<file path="src/hw/dow_pkg.sv">
// constants, types and option decoding for the option word decoder
//
// Contract
// - programmed bit reads 0, erased reads 1
// - option word lives at location 2007h
// - 2000h-3FFFh reachable only in programming mode
// - bit 11 enables fail-safe clock monitor
// - bit 10 enables internal/external switchover
// - brown-out code 11 always on, 00 off
// - code 10 off in sleep, 01 software
// - bit 7 low protects data memory
// - bit 6 low protects program memory
// - lifting data protection erases data EEPROM
// - lifting code protection erases program memory
// - bit 5 picks reset pin or input
// - bit 4 low enables power-up timer
// - bit 3 high enables watchdog timer
// - bits 2-0 select the oscillator mode
// - brown-out enable never enables power-up timer
// - reset held in RC/internal stops oscillator
// - power-up timer holds reset 64 ms
// - start-up timer waits for stable crystal
// - brown-out restarts power-up timer 64 ms
// - wake from sleep on three causes
// - software brown-out enable at power control bit 4
// - power-up timer counts 31 kHz ticks
package dow_pkg;

	// -------------------------------------------------------------------
	// address map
	// -------------------------------------------------------------------
	localparam logic [13:0] OPT_ADDR = 14'h2007; // option word location
	localparam logic [13:0] CFG_LO   = 14'h2000; // configuration space base
	localparam logic [13:0] CFG_HI   = 14'h3FFF; // configuration space top

	// -------------------------------------------------------------------
	// field positions and values
	// -------------------------------------------------------------------
	localparam int B_FCM   = 11; // fail-safe monitor enable
	localparam int B_INT_EXT_SWITCHOVER_ENABLE  = 10; // switchover enable
	localparam int B_BOR   = 8;  // brown-out select, two bits
	localparam int B_CPD   = 7;  // data protect, low active
	localparam int B_CP    = 6;  // program protect, low active
	localparam int B_RESET_PIN_SELECT = 5;  // reset pin select
	localparam int B_POWERUP_TIMER_DISABLE = 4;  // power-up timer disable
	localparam int B_WATCHDOG_ENABLE  = 3;  // watchdog enable
	localparam int B_FOSC  = 0;  // oscillator select, three bits
	localparam int B_SBOR  = 4;  // software brown-out bit in power control
	localparam logic [13:0] ERASED_WORD = 14'h3FFF; // all bits unprogrammed
	localparam logic        BIT_PROG    = 1'h0;     // programmed level

	localparam logic [1:0] BOR_ON  = 2'h3; // always on
	localparam logic [1:0] BOR_RUN = 2'h2; // on while running
	localparam logic [1:0] BOR_SW  = 2'h1; // software controlled
	localparam logic [1:0] BOR_OFF = 2'h0; // disabled

	localparam logic [2:0] OSC_LP = 3'h0; // low-power crystal
	localparam logic [2:0] OSC_XT = 3'h1; // standard crystal
	localparam logic [2:0] OSC_HS = 3'h2; // high-speed crystal
	localparam logic [2:0] OSC_EC = 3'h3; // external clock input
	localparam logic [2:0] OSC_RC = 3'h4; // first RC/internal code

	// -------------------------------------------------------------------
	// timing
	// -------------------------------------------------------------------
	localparam int POWERUP_TIMER_MS    = 64; // power-up timer delay, ms
	localparam int LF_KHZ     = 31; // low-frequency time base, kHz
	localparam int POWERUP_TIMER_TICKS = POWERUP_TIMER_MS * LF_KHZ; // ticks of time base

	// -------------------------------------------------------------------
	// types
	// -------------------------------------------------------------------
	typedef struct packed {
		logic       failsafe_monitor_enable;
		logic       int_ext_switchover_enable;
		logic [1:0] brownout_select;
		logic       data_protect_n;
		logic       program_protect_n;
		logic       reset_pin_select;
		logic       powerup_timer_disable;
		logic       watchdog_enable;
		logic [2:0] osc_select;
	} dow_opt_t;

	typedef enum logic [3:0] {
		RS_HOLD = 4'h1, // power or brown-out hold
		RS_POWERUP_TIMER = 4'h2, // power-up timer running
		RS_OST  = 4'h4, // waiting for crystal
		RS_RUN  = 4'h8  // released
	} dow_rst_t;

	typedef enum logic [2:0] {
		PG_IDLE  = 3'h1, // waiting for programmer
		PG_ERASE = 3'h2, // erasing before unprotect
		PG_WRITE = 3'h4  // committing new word
	} dow_pg_t;

	// split a raw word into fields; bits 13-12 are dropped
	function automatic dow_opt_t dow_decode(input logic [13:0] w);
		dow_opt_t o;
		o.failsafe_monitor_enable   = w[B_FCM];
		o.int_ext_switchover_enable = w[B_INT_EXT_SWITCHOVER_ENABLE];
		o.brownout_select           = w[B_BOR+:2];
		o.data_protect_n            = w[B_CPD];
		o.program_protect_n         = w[B_CP];
		o.reset_pin_select          = w[B_RESET_PIN_SELECT];
		o.powerup_timer_disable     = w[B_POWERUP_TIMER_DISABLE];
		o.watchdog_enable           = w[B_WATCHDOG_ENABLE];
		o.osc_select                = w[B_FOSC+:3];
		return o;
	endfunction : dow_decode

endpackage : dow_pkg

</file>
<file path="src/hw/dow_top.sv">
// option word decoder with programming port and reset sequencer
`timescale 1ns/100ps
module dow_top #(
	parameter int CNT_W      = 11,               // power-up counter width
	parameter int POWERUP_TIMER_COUNT = dow_pkg::POWERUP_TIMER_TICKS // ticks per time-out
) (
	input  wire logic             mclk,
	input  wire logic             rst,
	input  wire logic [13:0]      nvm_word,
	input  wire logic             prog_mode,
	input  wire logic [13:0]      prog_addr,
	input  wire logic [13:0]      prog_wdata,
	input  wire logic             prog_wr,
	input  wire logic             prog_rd,
	output logic      [13:0]      prog_rdata_ff,
	output logic                  prog_ack_ff,
	output logic                  nvm_wr_ff,
	output logic      [13:0]      nvm_wdata_ff,
	output logic                  data_erase_ff,
	output logic                  code_erase_ff,
	input  wire logic             erase_done,
	input  wire logic [13:0]      cpu_addr,
	input  wire logic             cpu_fetch,
	output logic                  cpu_blocked_ff,
	input  wire logic             por_event,
	input  wire logic             vdd_low,
	input  wire logic             lf_tick,
	input  wire logic             osc_stable,
	input  wire logic             ext_reset_pin,
	input  wire logic             sleeping,
	input  wire logic             wdt_wake,
	input  wire logic             irq_wake,
	input  wire logic [7:0]       power_control_reg,
	output dow_pkg::dow_opt_t     opt_ff,
	output logic                  bor_active_ff,
	output logic                  powerup_timer_active_ff,
	output logic                  ost_active_ff,
	output logic                  dev_reset_ff,
	output logic                  gpio_in_ff,
	output logic                  osc_stop_ff,
	output logic                  wake_ff,
	output logic                  wdt_run_ff
);

	// -------------------------------------------------------------------
	// elaboration checks
	// -------------------------------------------------------------------
	// counter must hold the full time-out
	if (POWERUP_TIMER_COUNT < 1 || POWERUP_TIMER_COUNT >= (1 << CNT_W)) begin : g_chk
		$error("POWERUP_TIMER_COUNT does not fit CNT_W");
	end

	localparam logic [CNT_W-1:0] POWERUP_TIMER_LAST = CNT_W'(POWERUP_TIMER_COUNT - 1);

	// -------------------------------------------------------------------
	// declarations
	// -------------------------------------------------------------------
	dow_pkg::dow_pg_t  pg_ff;        // programming state
	dow_pkg::dow_pg_t  nxt_pg;       // next programming state
	dow_pkg::dow_rst_t rs_ff;        // reset sequencer state
	dow_pkg::dow_rst_t nxt_rs;       // next sequencer state
	logic [13:0]       wbuf_ff;      // word waiting to be committed
	logic [CNT_W-1:0]  powerup_timer_cnt_ff;  // power-up tick counter
	logic              opt_hit;      // programmer addresses the word
	logic              lift_data;    // write unprotects data memory
	logic              lift_code;    // write unprotects program memory
	logic              external_reset_n_n;       // internal reset line, low active
	logic              bor_on;       // brown-out detection armed
	logic              brown;        // brown-out condition now
	logic              crystal;      // crystal mode selected
	logic              sw_bor;       // software brown-out enable

	// -------------------------------------------------------------------
	// option capture
	// -------------------------------------------------------------------
	// sample the fuse word while reset is held, then freeze it
	always_ff @(posedge mclk) begin
		if (rst) begin
			opt_ff <= dow_pkg::dow_decode(nvm_word);
		end
	end

	// -------------------------------------------------------------------
	// field interpretation
	// -------------------------------------------------------------------
	// software enable sits in the power control register
	assign sw_bor = power_control_reg[dow_pkg::B_SBOR];

	// brown-out detection by select code
	always_comb begin
		case (opt_ff.brownout_select)
			dow_pkg::BOR_ON:  bor_on = 1'b1;
			dow_pkg::BOR_RUN: bor_on = !sleeping;
			dow_pkg::BOR_SW:  bor_on = sw_bor;
			default:          bor_on = 1'b0;
		endcase
	end

	// only armed detection turns a low supply into a reset
	assign brown = vdd_low && bor_on;

	// the three crystal modes need the start-up timer
	assign crystal = (opt_ff.osc_select == dow_pkg::OSC_LP) ||
	                 (opt_ff.osc_select == dow_pkg::OSC_XT) ||
	                 (opt_ff.osc_select == dow_pkg::OSC_HS);

	// pin acts as reset only when selected, else line stays high
	assign external_reset_n_n = opt_ff.reset_pin_select ? ext_reset_pin
	                                        : 1'b1;

	// -------------------------------------------------------------------
	// decoded device-wide outputs
	// -------------------------------------------------------------------
	// brown-out enable flag
	always_ff @(posedge mclk) begin
		if (rst) begin
			bor_active_ff <= 1'b0;
		end else begin
			bor_active_ff <= bor_on;
		end
	end

	// watchdog runs only when its bit is set
	always_ff @(posedge mclk) begin
		if (rst) begin
			wdt_run_ff <= 1'b0;
		end else begin
			wdt_run_ff <= opt_ff.watchdog_enable == !dow_pkg::BIT_PROG;
		end
	end

	// pin value as digital input when not a reset pin
	always_ff @(posedge mclk) begin
		if (rst) begin
			gpio_in_ff <= 1'b0;
		end else if (!opt_ff.reset_pin_select) begin
			gpio_in_ff <= ext_reset_pin;
		end else begin
			gpio_in_ff <= 1'b0; // pin owned by reset
		end
	end

	// stop the internal oscillator while reset holds in RC modes
	always_ff @(posedge mclk) begin
		if (rst) begin
			osc_stop_ff <= 1'b0;
		end else begin
			osc_stop_ff <= !external_reset_n_n &&
			               (opt_ff.osc_select >= dow_pkg::OSC_RC);
		end
	end

	// leave sleep on external reset, watchdog or interrupt
	always_ff @(posedge mclk) begin
		if (rst) begin
			wake_ff <= 1'b0;
		end else begin
			wake_ff <= sleeping && (!external_reset_n_n || wdt_wake || irq_wake);
		end
	end

	// -------------------------------------------------------------------
	// reset sequencer
	// -------------------------------------------------------------------
	// hold, then power-up timer, then start-up timer, then run
	always_comb begin
		nxt_rs = rs_ff;
		case (rs_ff)
			dow_pkg::RS_HOLD: begin
				if (!brown) begin
					// timer follows its own bit only
					if (opt_ff.powerup_timer_disable == dow_pkg::BIT_PROG) begin
						nxt_rs = dow_pkg::RS_POWERUP_TIMER;
					end else if (crystal) begin
						nxt_rs = dow_pkg::RS_OST;
					end else begin
						nxt_rs = dow_pkg::RS_RUN;
					end
				end
			end
			dow_pkg::RS_POWERUP_TIMER: begin
				if (brown) begin
					nxt_rs = dow_pkg::RS_HOLD;
				end else if (lf_tick && powerup_timer_cnt_ff == POWERUP_TIMER_LAST) begin
					nxt_rs = crystal ? dow_pkg::RS_OST
					                 : dow_pkg::RS_RUN;
				end
			end
			dow_pkg::RS_OST: begin
				if (brown) begin
					nxt_rs = dow_pkg::RS_HOLD;
				end else if (osc_stable) begin
					nxt_rs = dow_pkg::RS_RUN;
				end
			end
			dow_pkg::RS_RUN: begin
				if (brown) begin
					nxt_rs = dow_pkg::RS_HOLD;
				end
			end
			default: nxt_rs = dow_pkg::RS_HOLD;
		endcase
		// a new power-on always restarts the sequence
		if (por_event) begin
			nxt_rs = dow_pkg::RS_HOLD;
		end
	end

	// sequencer state register
	always_ff @(posedge mclk) begin
		if (rst) begin
			rs_ff <= dow_pkg::RS_HOLD;
		end else begin
			rs_ff <= nxt_rs;
		end
	end

	// power-up counter advances on time-base ticks
	always_ff @(posedge mclk) begin
		if (rst || rs_ff != dow_pkg::RS_POWERUP_TIMER) begin
			powerup_timer_cnt_ff <= '0; // re-initialised outside the timer
		end else if (lf_tick) begin
			powerup_timer_cnt_ff <= powerup_timer_cnt_ff + 1'b1;
		end
	end

	// sequencer status and device reset
	always_ff @(posedge mclk) begin
		if (rst) begin
			powerup_timer_active_ff <= 1'b0;
			ost_active_ff  <= 1'b0;
			dev_reset_ff   <= 1'b1;
		end else begin
			powerup_timer_active_ff <= nxt_rs == dow_pkg::RS_POWERUP_TIMER;
			ost_active_ff  <= nxt_rs == dow_pkg::RS_OST;
			// a held external pin keeps reset after time-outs
			dev_reset_ff   <= (nxt_rs != dow_pkg::RS_RUN) || !external_reset_n_n;
		end
	end

	// -------------------------------------------------------------------
	// execution guard
	// -------------------------------------------------------------------
	// instruction fetches into configuration space are refused
	always_ff @(posedge mclk) begin
		if (rst) begin
			cpu_blocked_ff <= 1'b0;
		end else begin
			cpu_blocked_ff <= cpu_fetch && cpu_addr >= dow_pkg::CFG_LO &&
			                  cpu_addr <= dow_pkg::CFG_HI;
		end
	end

	// -------------------------------------------------------------------
	// programming port
	// -------------------------------------------------------------------
	// only the option location takes writes or returns data, and only in programming mode
	assign opt_hit = prog_mode && prog_addr == dow_pkg::OPT_ADDR;

	// a 0 to 1 change on a protect bit lifts protection
	assign lift_data = nvm_word[dow_pkg::B_CPD] == dow_pkg::BIT_PROG &&
	                   prog_wdata[dow_pkg::B_CPD] != dow_pkg::BIT_PROG;
	assign lift_code = nvm_word[dow_pkg::B_CP] == dow_pkg::BIT_PROG &&
	                   prog_wdata[dow_pkg::B_CP] != dow_pkg::BIT_PROG;

	// write sequence: erase first when protection is lifted
	always_comb begin
		nxt_pg = pg_ff;
		case (pg_ff)
			dow_pkg::PG_IDLE: begin
				if (opt_hit && prog_wr) begin
					nxt_pg = (lift_data || lift_code) ? dow_pkg::PG_ERASE
					                                  : dow_pkg::PG_WRITE;
				end
			end
			dow_pkg::PG_ERASE: begin
				if (erase_done) begin
					nxt_pg = dow_pkg::PG_WRITE;
				end
			end
			dow_pkg::PG_WRITE: nxt_pg = dow_pkg::PG_IDLE;
			default:           nxt_pg = dow_pkg::PG_IDLE;
		endcase
	end

	// programming state register
	always_ff @(posedge mclk) begin
		if (rst) begin
			pg_ff <= dow_pkg::PG_IDLE;
		end else begin
			pg_ff <= nxt_pg;
		end
	end

	// latch the incoming word when a write is taken
	always_ff @(posedge mclk) begin
		if (rst) begin
			wbuf_ff <= dow_pkg::ERASED_WORD;
		end else if (pg_ff == dow_pkg::PG_IDLE && opt_hit && prog_wr) begin
			wbuf_ff <= prog_wdata;
		end
	end

	// erase requests stand until the array reports done
	always_ff @(posedge mclk) begin
		if (rst) begin
			data_erase_ff <= 1'b0;
			code_erase_ff <= 1'b0;
		end else if (pg_ff == dow_pkg::PG_IDLE && opt_hit && prog_wr) begin
			data_erase_ff <= lift_data;
			code_erase_ff <= lift_code;
		end else if (pg_ff == dow_pkg::PG_ERASE && erase_done) begin
			data_erase_ff <= 1'b0;
			code_erase_ff <= 1'b0;
		end
	end

	// commit pulse to the fuse array, only after any erase
	always_ff @(posedge mclk) begin
		if (rst) begin
			nvm_wr_ff    <= 1'b0;
			nvm_wdata_ff <= dow_pkg::ERASED_WORD;
		end else begin
			nvm_wr_ff    <= pg_ff == dow_pkg::PG_WRITE;
			nvm_wdata_ff <= wbuf_ff;
		end
	end

	// read returns the live word; other addresses read zero
	always_ff @(posedge mclk) begin
		if (rst) begin
			prog_rdata_ff <= '0;
		end else if (prog_rd && prog_mode) begin
			prog_rdata_ff <= opt_hit ? nvm_word : '0;
		end
	end

	// acknowledge reads at once, writes when committed
	always_ff @(posedge mclk) begin
		if (rst) begin
			prog_ack_ff <= 1'b0;
		end else begin
			prog_ack_ff <= (prog_rd && prog_mode) ||
			               pg_ff == dow_pkg::PG_WRITE;
		end
	end

endmodule : dow_top

</file>
<file path="config.mk">
export PLATFORM = sky130hd
export DESIGN_NAME = dow_top
export DESIGN_NICKNAME = d
export VERILOG_FILES = /design/src/hw/dow_pkg.sv /design/src/hw/dow_top.sv
export SDC_FILE = /design/constraint.sdc
export NUM_CORES = 1
export LEC_CHECK = 0
export BUFFER_PORTS_ARGS = -buffer_cell sky130_fd_sc_hd__buf_4
export CORE_UTILIZATION = 44
export CTS_BUF_LIST = sky130_fd_sc_hd__clkbuf_4
export CTS_CLUSTER_DIAMETER = 80
export DETAILED_ROUTE_END_ITERATION = 6
export PLACE_DENSITY = 0.87
export SLEW_MARGIN = 15
export SYNTH_ARGS = -nofsm -noshare
export SYNTH_HDL_FRONTEND = slang
export SYNTH_SLANG_ARGS = --single-unit
</file>
<file path="constraint.sdc">
create_clock -name mclk -period 2 [get_ports mclk]
set_clock_uncertainty 0.2 [all_clocks]
set_input_delay 0.4 -clock mclk [delete_from_list [all_inputs] [get_ports mclk]]
set_output_delay 0.4 -clock mclk [all_outputs]
set_load 0.01 [all_outputs]
</file>
==> results of run 1 <==
## synth_stat cells, types with 2 or more instances
library cell	count	share of area
dfxtp_1	73	0.47
a22oi_1	15	0.036
edfxtp_1	12	0.12
inv_1	4	0.0048
o21bai_1	2	0.0048
nand2b_1	7	0.014
xor2_1	6	0.017
a211o_2	14	0.045
nor2_1	34	0.041
o22ai_1	3	0.0061
or3_1	2	0.0040
nand4_1	5	0.010
or2b_2	2	0.0057
nor3_1	3	0.0048
or2_2	14	0.028
mux2_2	2	0.0073
xnor2_1	3	0.0085
nand2_1	14	0.017
mux2i_1	2	0.0065
a31oi_1	2	0.0040
nor3b_1	5	0.012
and4bb_2	2	0.0081
a21oi_1	6	0.0097
nor4_4	2	0.014
clkbuf_1	9	0.011
nor4_1	3	0.0061
buf_6	2	0.0073
nor2b_1	12	0.024
and2b_2	4	0.011
## layer usage
metal | global-route usage | part of all wire | vias to the layer above
met3 | 0.0847 | 0.078 | 14
met4 | 0.0879 | 0.018 | 0
li1 | - | - | 1295
met5 | 0 | 0 | -
met1 | 0.221 | 0.39 | 1236
met2 | 0.351 | 0.51 | 104
## state kept, by name (all words and copies together) (netlist names), 3 cells and up
signal	count
opt_ff	12
prog_rdata_ff	14
rs_ff	4
pg_ff	3
nvm_wdata_ff	14
powerup_timer_cnt_ff	11
wbuf_ff	14
## kinds of logic (layout without fill, tap and decap cells)
| family | count (synthesis) | after routing | synth area share |
|---|---|---|---|
| compound gates | 47 | 47 | 0.118 |
| buf+inv | 17 | 179 | 0.0311 |
| fa+ha+maj | 1 | 1 | 0.00404 |
| flops | 85 | 85 | 0.588 |
| xor+xnor | 9 | 9 | 0.0254 |
| simple gates | 117 | 117 | 0.219 |
| mux | 4 | 4 | 0.0137 |
## per-stage QoR
stage,setup TNS (ns),utilization,instances,setup slack (ns),hold slack (ns)
2_1_floorplan,0,-,280,0.0447,0.209
3_3_place_gp,-3.75,0.606,492,-0.246,0.214
3_5_place_dp,-4.69,0.606,492,-0.297,0.217
4_1_cts,0,0.679,537,0.0423,0.0174
5_1_grt,-0.0159,0.682,538,-0.0159,0.0174
6_report,0,0.682,538,0.0999,0.0509
## worst max-delay path, cell delays in order (launching register included)
cell and delay, ns:
dfxtp_1 0.36, ha_1 0.17, nand4_1 0.14, or2_1 0.30, nor4_4 0.19, a31oi_2 0.16
a211o_1 0.28
## where the power goes
part,internal [uW],switching (uW)
combinational,176,118
clock,755,564
sequential,1770,18.0
## path summary, 6_finish.rpt
kind / depth (start not counted) / endpoint / start / slack (ns)
setup / recovery: 6 / dev_reset_ff$_SDFF_PP1_ / powerup_timer_cnt_ff[0]$_SDFFE_PP0P_ / 0.1
hold / removal: 3 / prog_rdata_ff[12]$_SDFFE_PP0P_ / nvm_word[12] / 0.05
setup reg to reg: 6 / dev_reset_ff$_SDFF_PP1_ / powerup_timer_cnt_ff[0]$_SDFFE_PP0P_ / 0.1
hold reg to reg: 1 / nvm_wdata_ff[9]$_SDFF_PP1_ / wbuf_ff[9]$_SDFFE_PP1P_ / 0.24
## cell type report
| cell class | count | share of cell area |
|---|---|---|
| repair buffers | 159 | 0.277 |
| clock inverters | 7 | 0.0297 |
| flip-flops and latches | 85 | 0.394 |
| inverters | 4 | 0.00324 |
| multi-input cells | 178 | 0.256 |
| clock buffers | 9 | 0.0146 |
| well taps | 96 | 0.0259 |
## repair_timing
item | 4_1_cts | 5_1_grt
hold buffers | 29 | 1
resized for setup | 0 | 2
endpoints found under the hold margin | 34 | 1
endpoints found under the setup margin | 0 | 4
==> flow_metrics.tcl, run 1 <==
set metrics [dict create \
    cp-start-kind "flop" \
    ys_types 45 \
    ys_ff_latch 85 \
    num_vias 2649 \
    finalPower_uw 3400 \
    path_clk_slew_ns 0.12 \
    finalHoldViolations 0 \
    die_y_um 85.9 \
    arrival_ns 2.02 \
    core_mm2 0.00679 \
    cts_tree "yes" \
    clock_latency_ns 0.43 \
    crit_fanout 2 \
    synthFlopType "dfxtp_1" \
    first_pass_iters 4 \
    routed_wl_mm 7.30 \
    multi_input_area_mm2 0.00119 \
    remaining_drc_errors 0 \
    place_congestion 0.832 \
    grt_max_degree 54 \
    grt_pass1_wl_mm 11.5 \
    status "finished, final reports clean" \
    dp_hpwl_mm 4.89 \
    ios 132 \
    cts_root_buf "clkbuf_4" \
    nFillCells 502 \
    die_x_um 85.9 \
    fin_nets 517 \
    synth_fp_nets 360 \
    htreeDepth 3 \
    tightest_slew_ns 0.432 \
    cts_buffers 9 \
    cts_setup_buffers 0 \
    synthesis.area_mm2 0.00310 \
    hp-class "input pin to flop" \
    grt_pass1_vias 2583 \
    synthCells 280 \
    report.final.slew_viol_count 0 \
    synth_warnings 0 \
    cts_buffer_depth 2 \
    final_cell_mix "128 x buf_4, 72 x dfxtp_1, 34 x nor2_1" \
    ir_drop_uv 491 \
    powerDensity_mw_per_mm2 733 \
    seq_area_mm2 0.00182 \
    diodes 0 \
    vias_per_cell 4.92 \
    fmax_ghz 0.526 \
    final_common_cell "buf_4" \
    criticalPathCategory "flop to flop" \
    initial_core_util 0.456 \
    ys_seq_area_frac 0.588 \
    setup_violations 0 \
    overflow 0 \
    maxSlewHeadroom 0.712 \
    wire_per_inst_um 13.6 \
    num_rows 30 \
    cts_num_sinks 85 \
    avgSynthCellArea_um2 11.1 \
    drive_above_1_share 0.423 \
    period_minus_slack_ns 1.90 \
    place_area_mm2 0.00412 \
    crit_required_ns 2.11 \
    dr.first_iter.drc_count 99 \
    synth_enable_flop_cells 12 \
    design_area_mm2 0.00463 \
    dieArea_mm2 0.00738 \
    ant_nets 0 \
    period_share 0.950 \
    total_leakage_power_uw 0.00184 \
    area_growth_pct 49.5 \
    grt_usage 0.204 \
    end_kind "flop" \
    async_flop_share 0 \
    antenna_found_initial 0 \
    portBuffers 111 \
    cap_violations 0 \
]
Note: power is estimated with default switching activity, not from simulation.
==> inputs of run 2 (changes only) <==
- CORE_UTILIZATION: 44 -> 49
- PLACE_DENSITY: 0.87 -> 0.91
- clock period: 2 -> 1.9 ns (I/O delays scaled with it)
==> run 2 against run 1 <==
  * Cell area is 0.97% lower
  * Sequential share of layout area is 0.41 points higher
  * Utilization grew 7.9 points
  * Non-clock buffer count is 1 lower
  * Critical path depth up 2
  * Clock power is 21% lower
  * Combinational power is 10% higher
  * Global-route usage grew 4.1 points
  * Routed wire length up 7.7%
  * Largest power group unchanged
==> flow_metrics.tcl, run 2 (synthesis results as in run 1) <==
set metrics [dict create \
    period_minus_slack_ns 1.89 \
    place_congestion 0.779 \
    initial_core_util 0.514 \
    clock_latency_ns 0.41 \
    grt_pass1_vias 2610 \
    tightest_slew_ns 0.391 \
    status "finished, final reports clean" \
    total_leakage_power_uw 0.00183 \
    crit_required_ns 2.05 \
    seq_area_mm2 0.00182 \
    overflow 0 \
    dr.first_iter.drc_count 124 \
    htreeDepth 3 \
    finalHoldViolations 0 \
    crit_fanout 6 \
    drive_above_1_share 0.433 \
    criticalPathCategory "input pin to flop" \
    routed_wl_mm 7.86 \
    num_rows 28 \
    fin_hold_ws_ns 0.0367 \
    ios 132 \
    final_cell_mix "125 x buf_4, 71 x dfxtp_1, 34 x nor2_1" \
    num_vias 2657 \
    core_mm2 0.00603 \
    portBuffers 111 \
    die_x_um 81.5 \
    rsz0062_at_grt "true" \
    ant_nets 0 \
    area_growth_pct 48.0 \
    dpl.cell_count 468 \
    fin_nets 516 \
    hp-class "input pin to flop" \
    cts_tree "yes" \
    final_common_cell "buf_4" \
    nFillCells 402 \
    end_kind "flop" \
    cts_num_sinks 85 \
    finalPower_uw 3240 \
    setup_violations 0 \
    cts_root_buf "clkbuf_4" \
    cap_violations 0 \
    final_cells 516 \
    first_pass_iters 5 \
    ir_drop_uv 596 \
    multi_input_area_mm2 0.00122 \
    period_share 0.993 \
    grt_pass1_wl_mm 12.0 \
    cts_buffers 9 \
    report.final.slew_viol_count 0 \
    powerDensity_mw_per_mm2 706 \
    diodes 0 \
    cp-start-kind "input pin" \
    wire_per_inst_um 15.2 \
    dp_hpwl_mm 5.24 \
    vias_per_cell 5.15 \
    die_y_um 81.5 \
    grt_max_degree 35 \
    fmax_ghz 0.530 \
    grt_usage 0.246 \
    antenna_found_initial 0 \
    top_regs "nvm_wdata_ff x14, prog_rdata_ff x14, wbuf_ff x14" \
    remaining_drc_errors 0 \
    path_clk_slew_ns 0.13 \
    cts_buffer_depth 2 \
    arrival_ns 2.04 \
    dieArea_mm2 0.00664 \
    final_core_util 0.761 \
    maxSlewHeadroom 0.739 \
]
-- run 2: changes by cell type in the layout (fill, tap and decap cells not counted), moves of 2 or more --
cell and change:
buf_4 -3, bufinv_16 -3, clkinv_4 +2, mux2_2 -2, mux2_4 +2
-- run 2: worst paths after layout --
kind              slack (ns)                                 start                          end  cells past startpoint
hold reg to reg         0.25              wbuf_ff[11]$_SDFFE_PP1P_  nvm_wdata_ff[11]$_SDFF_PP1_                      1
hold / removal          0.04                         ext_reset_pin        gpio_in_ff$_SDFF_PP0_                      2
setup / recovery        0.01                              sleeping          rs_ff[3]$_SDFF_PP0_                      8
setup reg to reg        0.05  powerup_timer_cnt_ff[0]$_SDFFE_PP0P_      dev_reset_ff$_SDFF_PP1_                      6
-- run 2: repair_timing --
action | CTS | global route
pin swaps | 0 | 1
hold endpoints to repair | 39 | 0
gates cloned | 0 | 0
hold buffers | 31 | 0
gates resized for setup | 2 | 3
setup endpoints to repair | 2 | 6
buffers inserted | 1 | 0
-- run 2: final cells by class --
class,count,share of cell area
multi-input combinational,178,0.266
clock inverter,7,0.0164
timing repair buffer,158,0.281
clock buffer,9,0.0147
inverter,4,0.00327
sequential,85,0.398
tap,75,0.0205
-- run 2: critical path, cell delays in order --
cell           delay [ns]
dlygate4sd3_1        0.54
buf_4                0.12
nand2b_1             0.07
a22oi_1              0.27
nand2b_4             0.22
o211ai_1             0.12
buf_4                0.18
o22ai_1              0.15
-- run 2: power by group --
| part | total, uW | switching (uW) | internal, uW | leakage (uW) |
|---|---|---|---|---|
| sequential | 1880 | 19.8 | 1860 | 0.000709 |
| clock | 1040 | 627 | 408 | 0.0000802 |
| combinational | 323 | 132 | 192 | 0.00104 |
| total | 3240 | 779 | 2460 | 0.00183 |
-- run 2: per-layer routing --
layer  wire length, um  global-route usage  vias up
met4               125               0.111        0
met1              2950               0.253     1264
li1                  -                   -     1294
met5                 0                   0        -
met3               425              0.0600       12
met2              4360               0.464       87
-- run 2: per-stage QoR --
step | setup TNS [ns] | setup WS, ns | cell area [um2]
finish | 0 | 0.0133 | 4590
global route | -0.0895 | -0.0895 | 4590
CTS | 0 | 0.00105 | 4560
detailed placement | -6.44 | -0.383 | 4100
global placement | -3.29 | -0.257 | 4100
floorplan | -0.0159 | -0.0159 | 3120
==> inputs of run 3 (changes only) <==
- CORE_ASPECT_RATIO: not set -> 1.75
- CORE_UTILIZATION: 49 -> 40
- PLACE_DENSITY: 0.91 -> 0.78
==> run 3 against run 2 <==
  * Setup slack better by 0.044 ns
  * Largest power group unchanged
  * Clock-buffer cell count is 1 higher
  * Sequential share of layout area is 0.15 points lower
  * Register-to-register slack hardly changed
  * Combinational power hardly changed
  * Flip-flop and latch count stayed put
  * Worst hold slack better by 0.011 ns
  * Clock power is 13% lower
  * Via count is 0.56% lower
==> flow_metrics.tcl, run 3 (synthesis results as in run 1) <==
set metrics [dict create \
    status "finished, final reports clean" \
    vias_per_cell 4.94 \
    die_y_um 118 \
    wire_per_inst_um 14.7 \
    path_clk_slew_ns 0.13 \
    portBuffers 111 \
    place_congestion 0.791 \
    cts_root_buf "clkbuf_4" \
    top_regs "nvm_wdata_ff x14, prog_rdata_ff x14, wbuf_ff x14" \
    report.final.slew_viol_count 0 \
    combPwrFrac 0.103 \
    num_vias 2642 \
    clock_latency_ns 0.44 \
    overflow 0 \
    cts_tree "yes" \
    r2r_end "powerup_timer_cnt_ff[8]$_SDFFE_PP0P_" \
    clkPwrFrac 0.292 \
    core_mm2 0.00751 \
    routed_wl_mm 7.87 \
    drive_above_1_share 0.427 \
    finalHoldViolations 0 \
    multi_input_area_mm2 0.00120 \
    tightest_slew_ns 0.368 \
    dr.first_iter.drc_count 105 \
    cts_buffer_depth 2 \
    powerDensity_mw_per_mm2 674 \
    diodes 0 \
    num_rows 42 \
    grt_max_degree 31 \
    period_minus_slack_ns 1.84 \
    cts_num_sinks 85 \
    criticalPathCategory "flop to flop" \
    initial_core_util 0.412 \
    share_seq_of_total_power 0.605 \
    area_growth_pct 48.6 \
    first_pass_iters 4 \
    finalPower_uw 3100 \
    ir_drop_uv 612 \
    crit_required_ns 2.08 \
    seq_area_mm2 0.00182 \
    dp_hpwl_mm 5.34 \
    nFillCells 616 \
    power.internal_uw 2330 \
    final_cells 535 \
    cts_setup_buffers 0 \
    antenna_found_initial 0 \
    reg2reg_slack_ns 0.06 \
    end_kind "flop" \
    htreeDepth 3 \
    grt_pass1_vias 2813 \
    dieArea_mm2 0.00811 \
    ant_nets 0 \
    grt_usage 0.214 \
    grt_pass1_wl_mm 12.8 \
    final_common_cell "buf_4" \
    r2r-start "powerup_timer_cnt_ff[1]$_SDFFE_PP0P_" \
    fin_nets 522 \
    arrival_ns 2.02 \
    dpl.cell_count 486 \
    cap_violations 0 \
    p_sw_uw 772 \
    final_core_util 0.613 \
    total_leakage_power_uw 0.00183 \
    worstSetupEndpoint "powerup_timer_cnt_ff[8]$_SDFFE_PP0P_" \
    maxSlewHeadroom 0.755 \
    rsz0062_at_grt "false" \
    ios 132 \
    cts_buffers 9 \
    final_cell_mix "129 x buf_4, 71 x dfxtp_1, 34 x nor2_1" \
    fmax_ghz 0.543 \
    reg2reg_depth 6 \
    fin_hold_ws_ns 0.0474 \
    p_sw_frac 0.249 \
    startpoint "powerup_timer_cnt_ff[1]$_SDFFE_PP0P_" \
    hp-class "input pin to flop" \
    die_x_um 68.5 \
    cp-start-kind "flop" \
    period_share 0.970 \
    remaining_drc_errors 0 \
    setup_violations 0 \
    crit_fanout 4 \
]
run 3: cell count changes in the layout (fill, tap and decap cells not counted), sizes merged:
cell / previous run / this run
buf: 127 / 131
clkinv: 5 / 3
dlygate4sd3: 31 / 33
bufinv: 1 / 0
clkbuf: 9 / 10
clkinvlp: 0 / 1
inv: 5 / 6
run 3: critical path: stages, from the launching register on:
cell     delay (ns)
dfxtp_2        0.35
ha_2           0.17
nand4_1        0.14
or2_4          0.28
buf_4          0.15
or3_1          0.34
a21oi_1        0.15
run 3: timing repair:
action	4_1_cts	5_1_grt
hold endpoints to repair	44	0
endpoints found under the setup margin	0	4
hold buffers	33	0
gates resized for setup	0	3
run 3: power by group through the flow:
stage | clock (uW) | combinational, uW | sequential (uW)
after global placement | 0 | 256 | 1920
after CTS | 931 | 317 | 1880
after detailed placement | 0 | 261 | 1920
after global routing | 1010 | 345 | 1880
final | 907 | 320 | 1880
after floorplan | 0 | 67.1 | 1930
run 3: how the worst min path moves through the flow:
stage                                   from                          end  cells past startpoint
CTS                                 irq_wake           wake_ff$_SDFF_PP0_                      3
floorplan           wbuf_ff[10]$_SDFFE_PP1P_  nvm_wdata_ff[10]$_SDFF_PP1_                      1
global placement     wbuf_ff[3]$_SDFFE_PP1P_   nvm_wdata_ff[3]$_SDFF_PP1_                      1
detailed placement   wbuf_ff[0]$_SDFFE_PP1P_   nvm_wdata_ff[0]$_SDFF_PP1_                      1
global route                      erase_done        pg_ff[2]$_SDFFE_PP0P_                      3
finish                            erase_done        pg_ff[2]$_SDFFE_PP0P_                      3
run 3: per-stage QoR:
step	area (um2)	TNS, ns	worst slack [ns]
after floorplan	3120	-0.0159	-0.0159
after global placement	4150	-4.80	-0.307
after detailed placement	4150	-5.42	-0.336
after CTS	4590	0	0.00371
after global routing	4600	0	0.0219
final	4600	0	0.0577
run 3: per-layer routing:
metal | vias up | share of wire | track usage
met5 | - | 0 | 0
met4 | 0 | 0.028 | 0.105
met3 | 19 | 0.052 | 0.0714
met2 | 73 | 0.56 | 0.379
met1 | 1243 | 0.35 | 0.208
li1 | 1307 | - | -
run 3: layout make-up:
| type | count | share of cell area |
|---|---|---|
| Multi-Input combinational cell | 178 | 0.261 |
| Inverter | 4 | 0.00326 |
| Clock inverter | 6 | 0.00788 |
| Sequential cell | 85 | 0.396 |
| Timing Repair Buffer | 164 | 0.291 |
| Tap cell | 88 | 0.0239 |
| Clock buffer | 10 | 0.0163 |
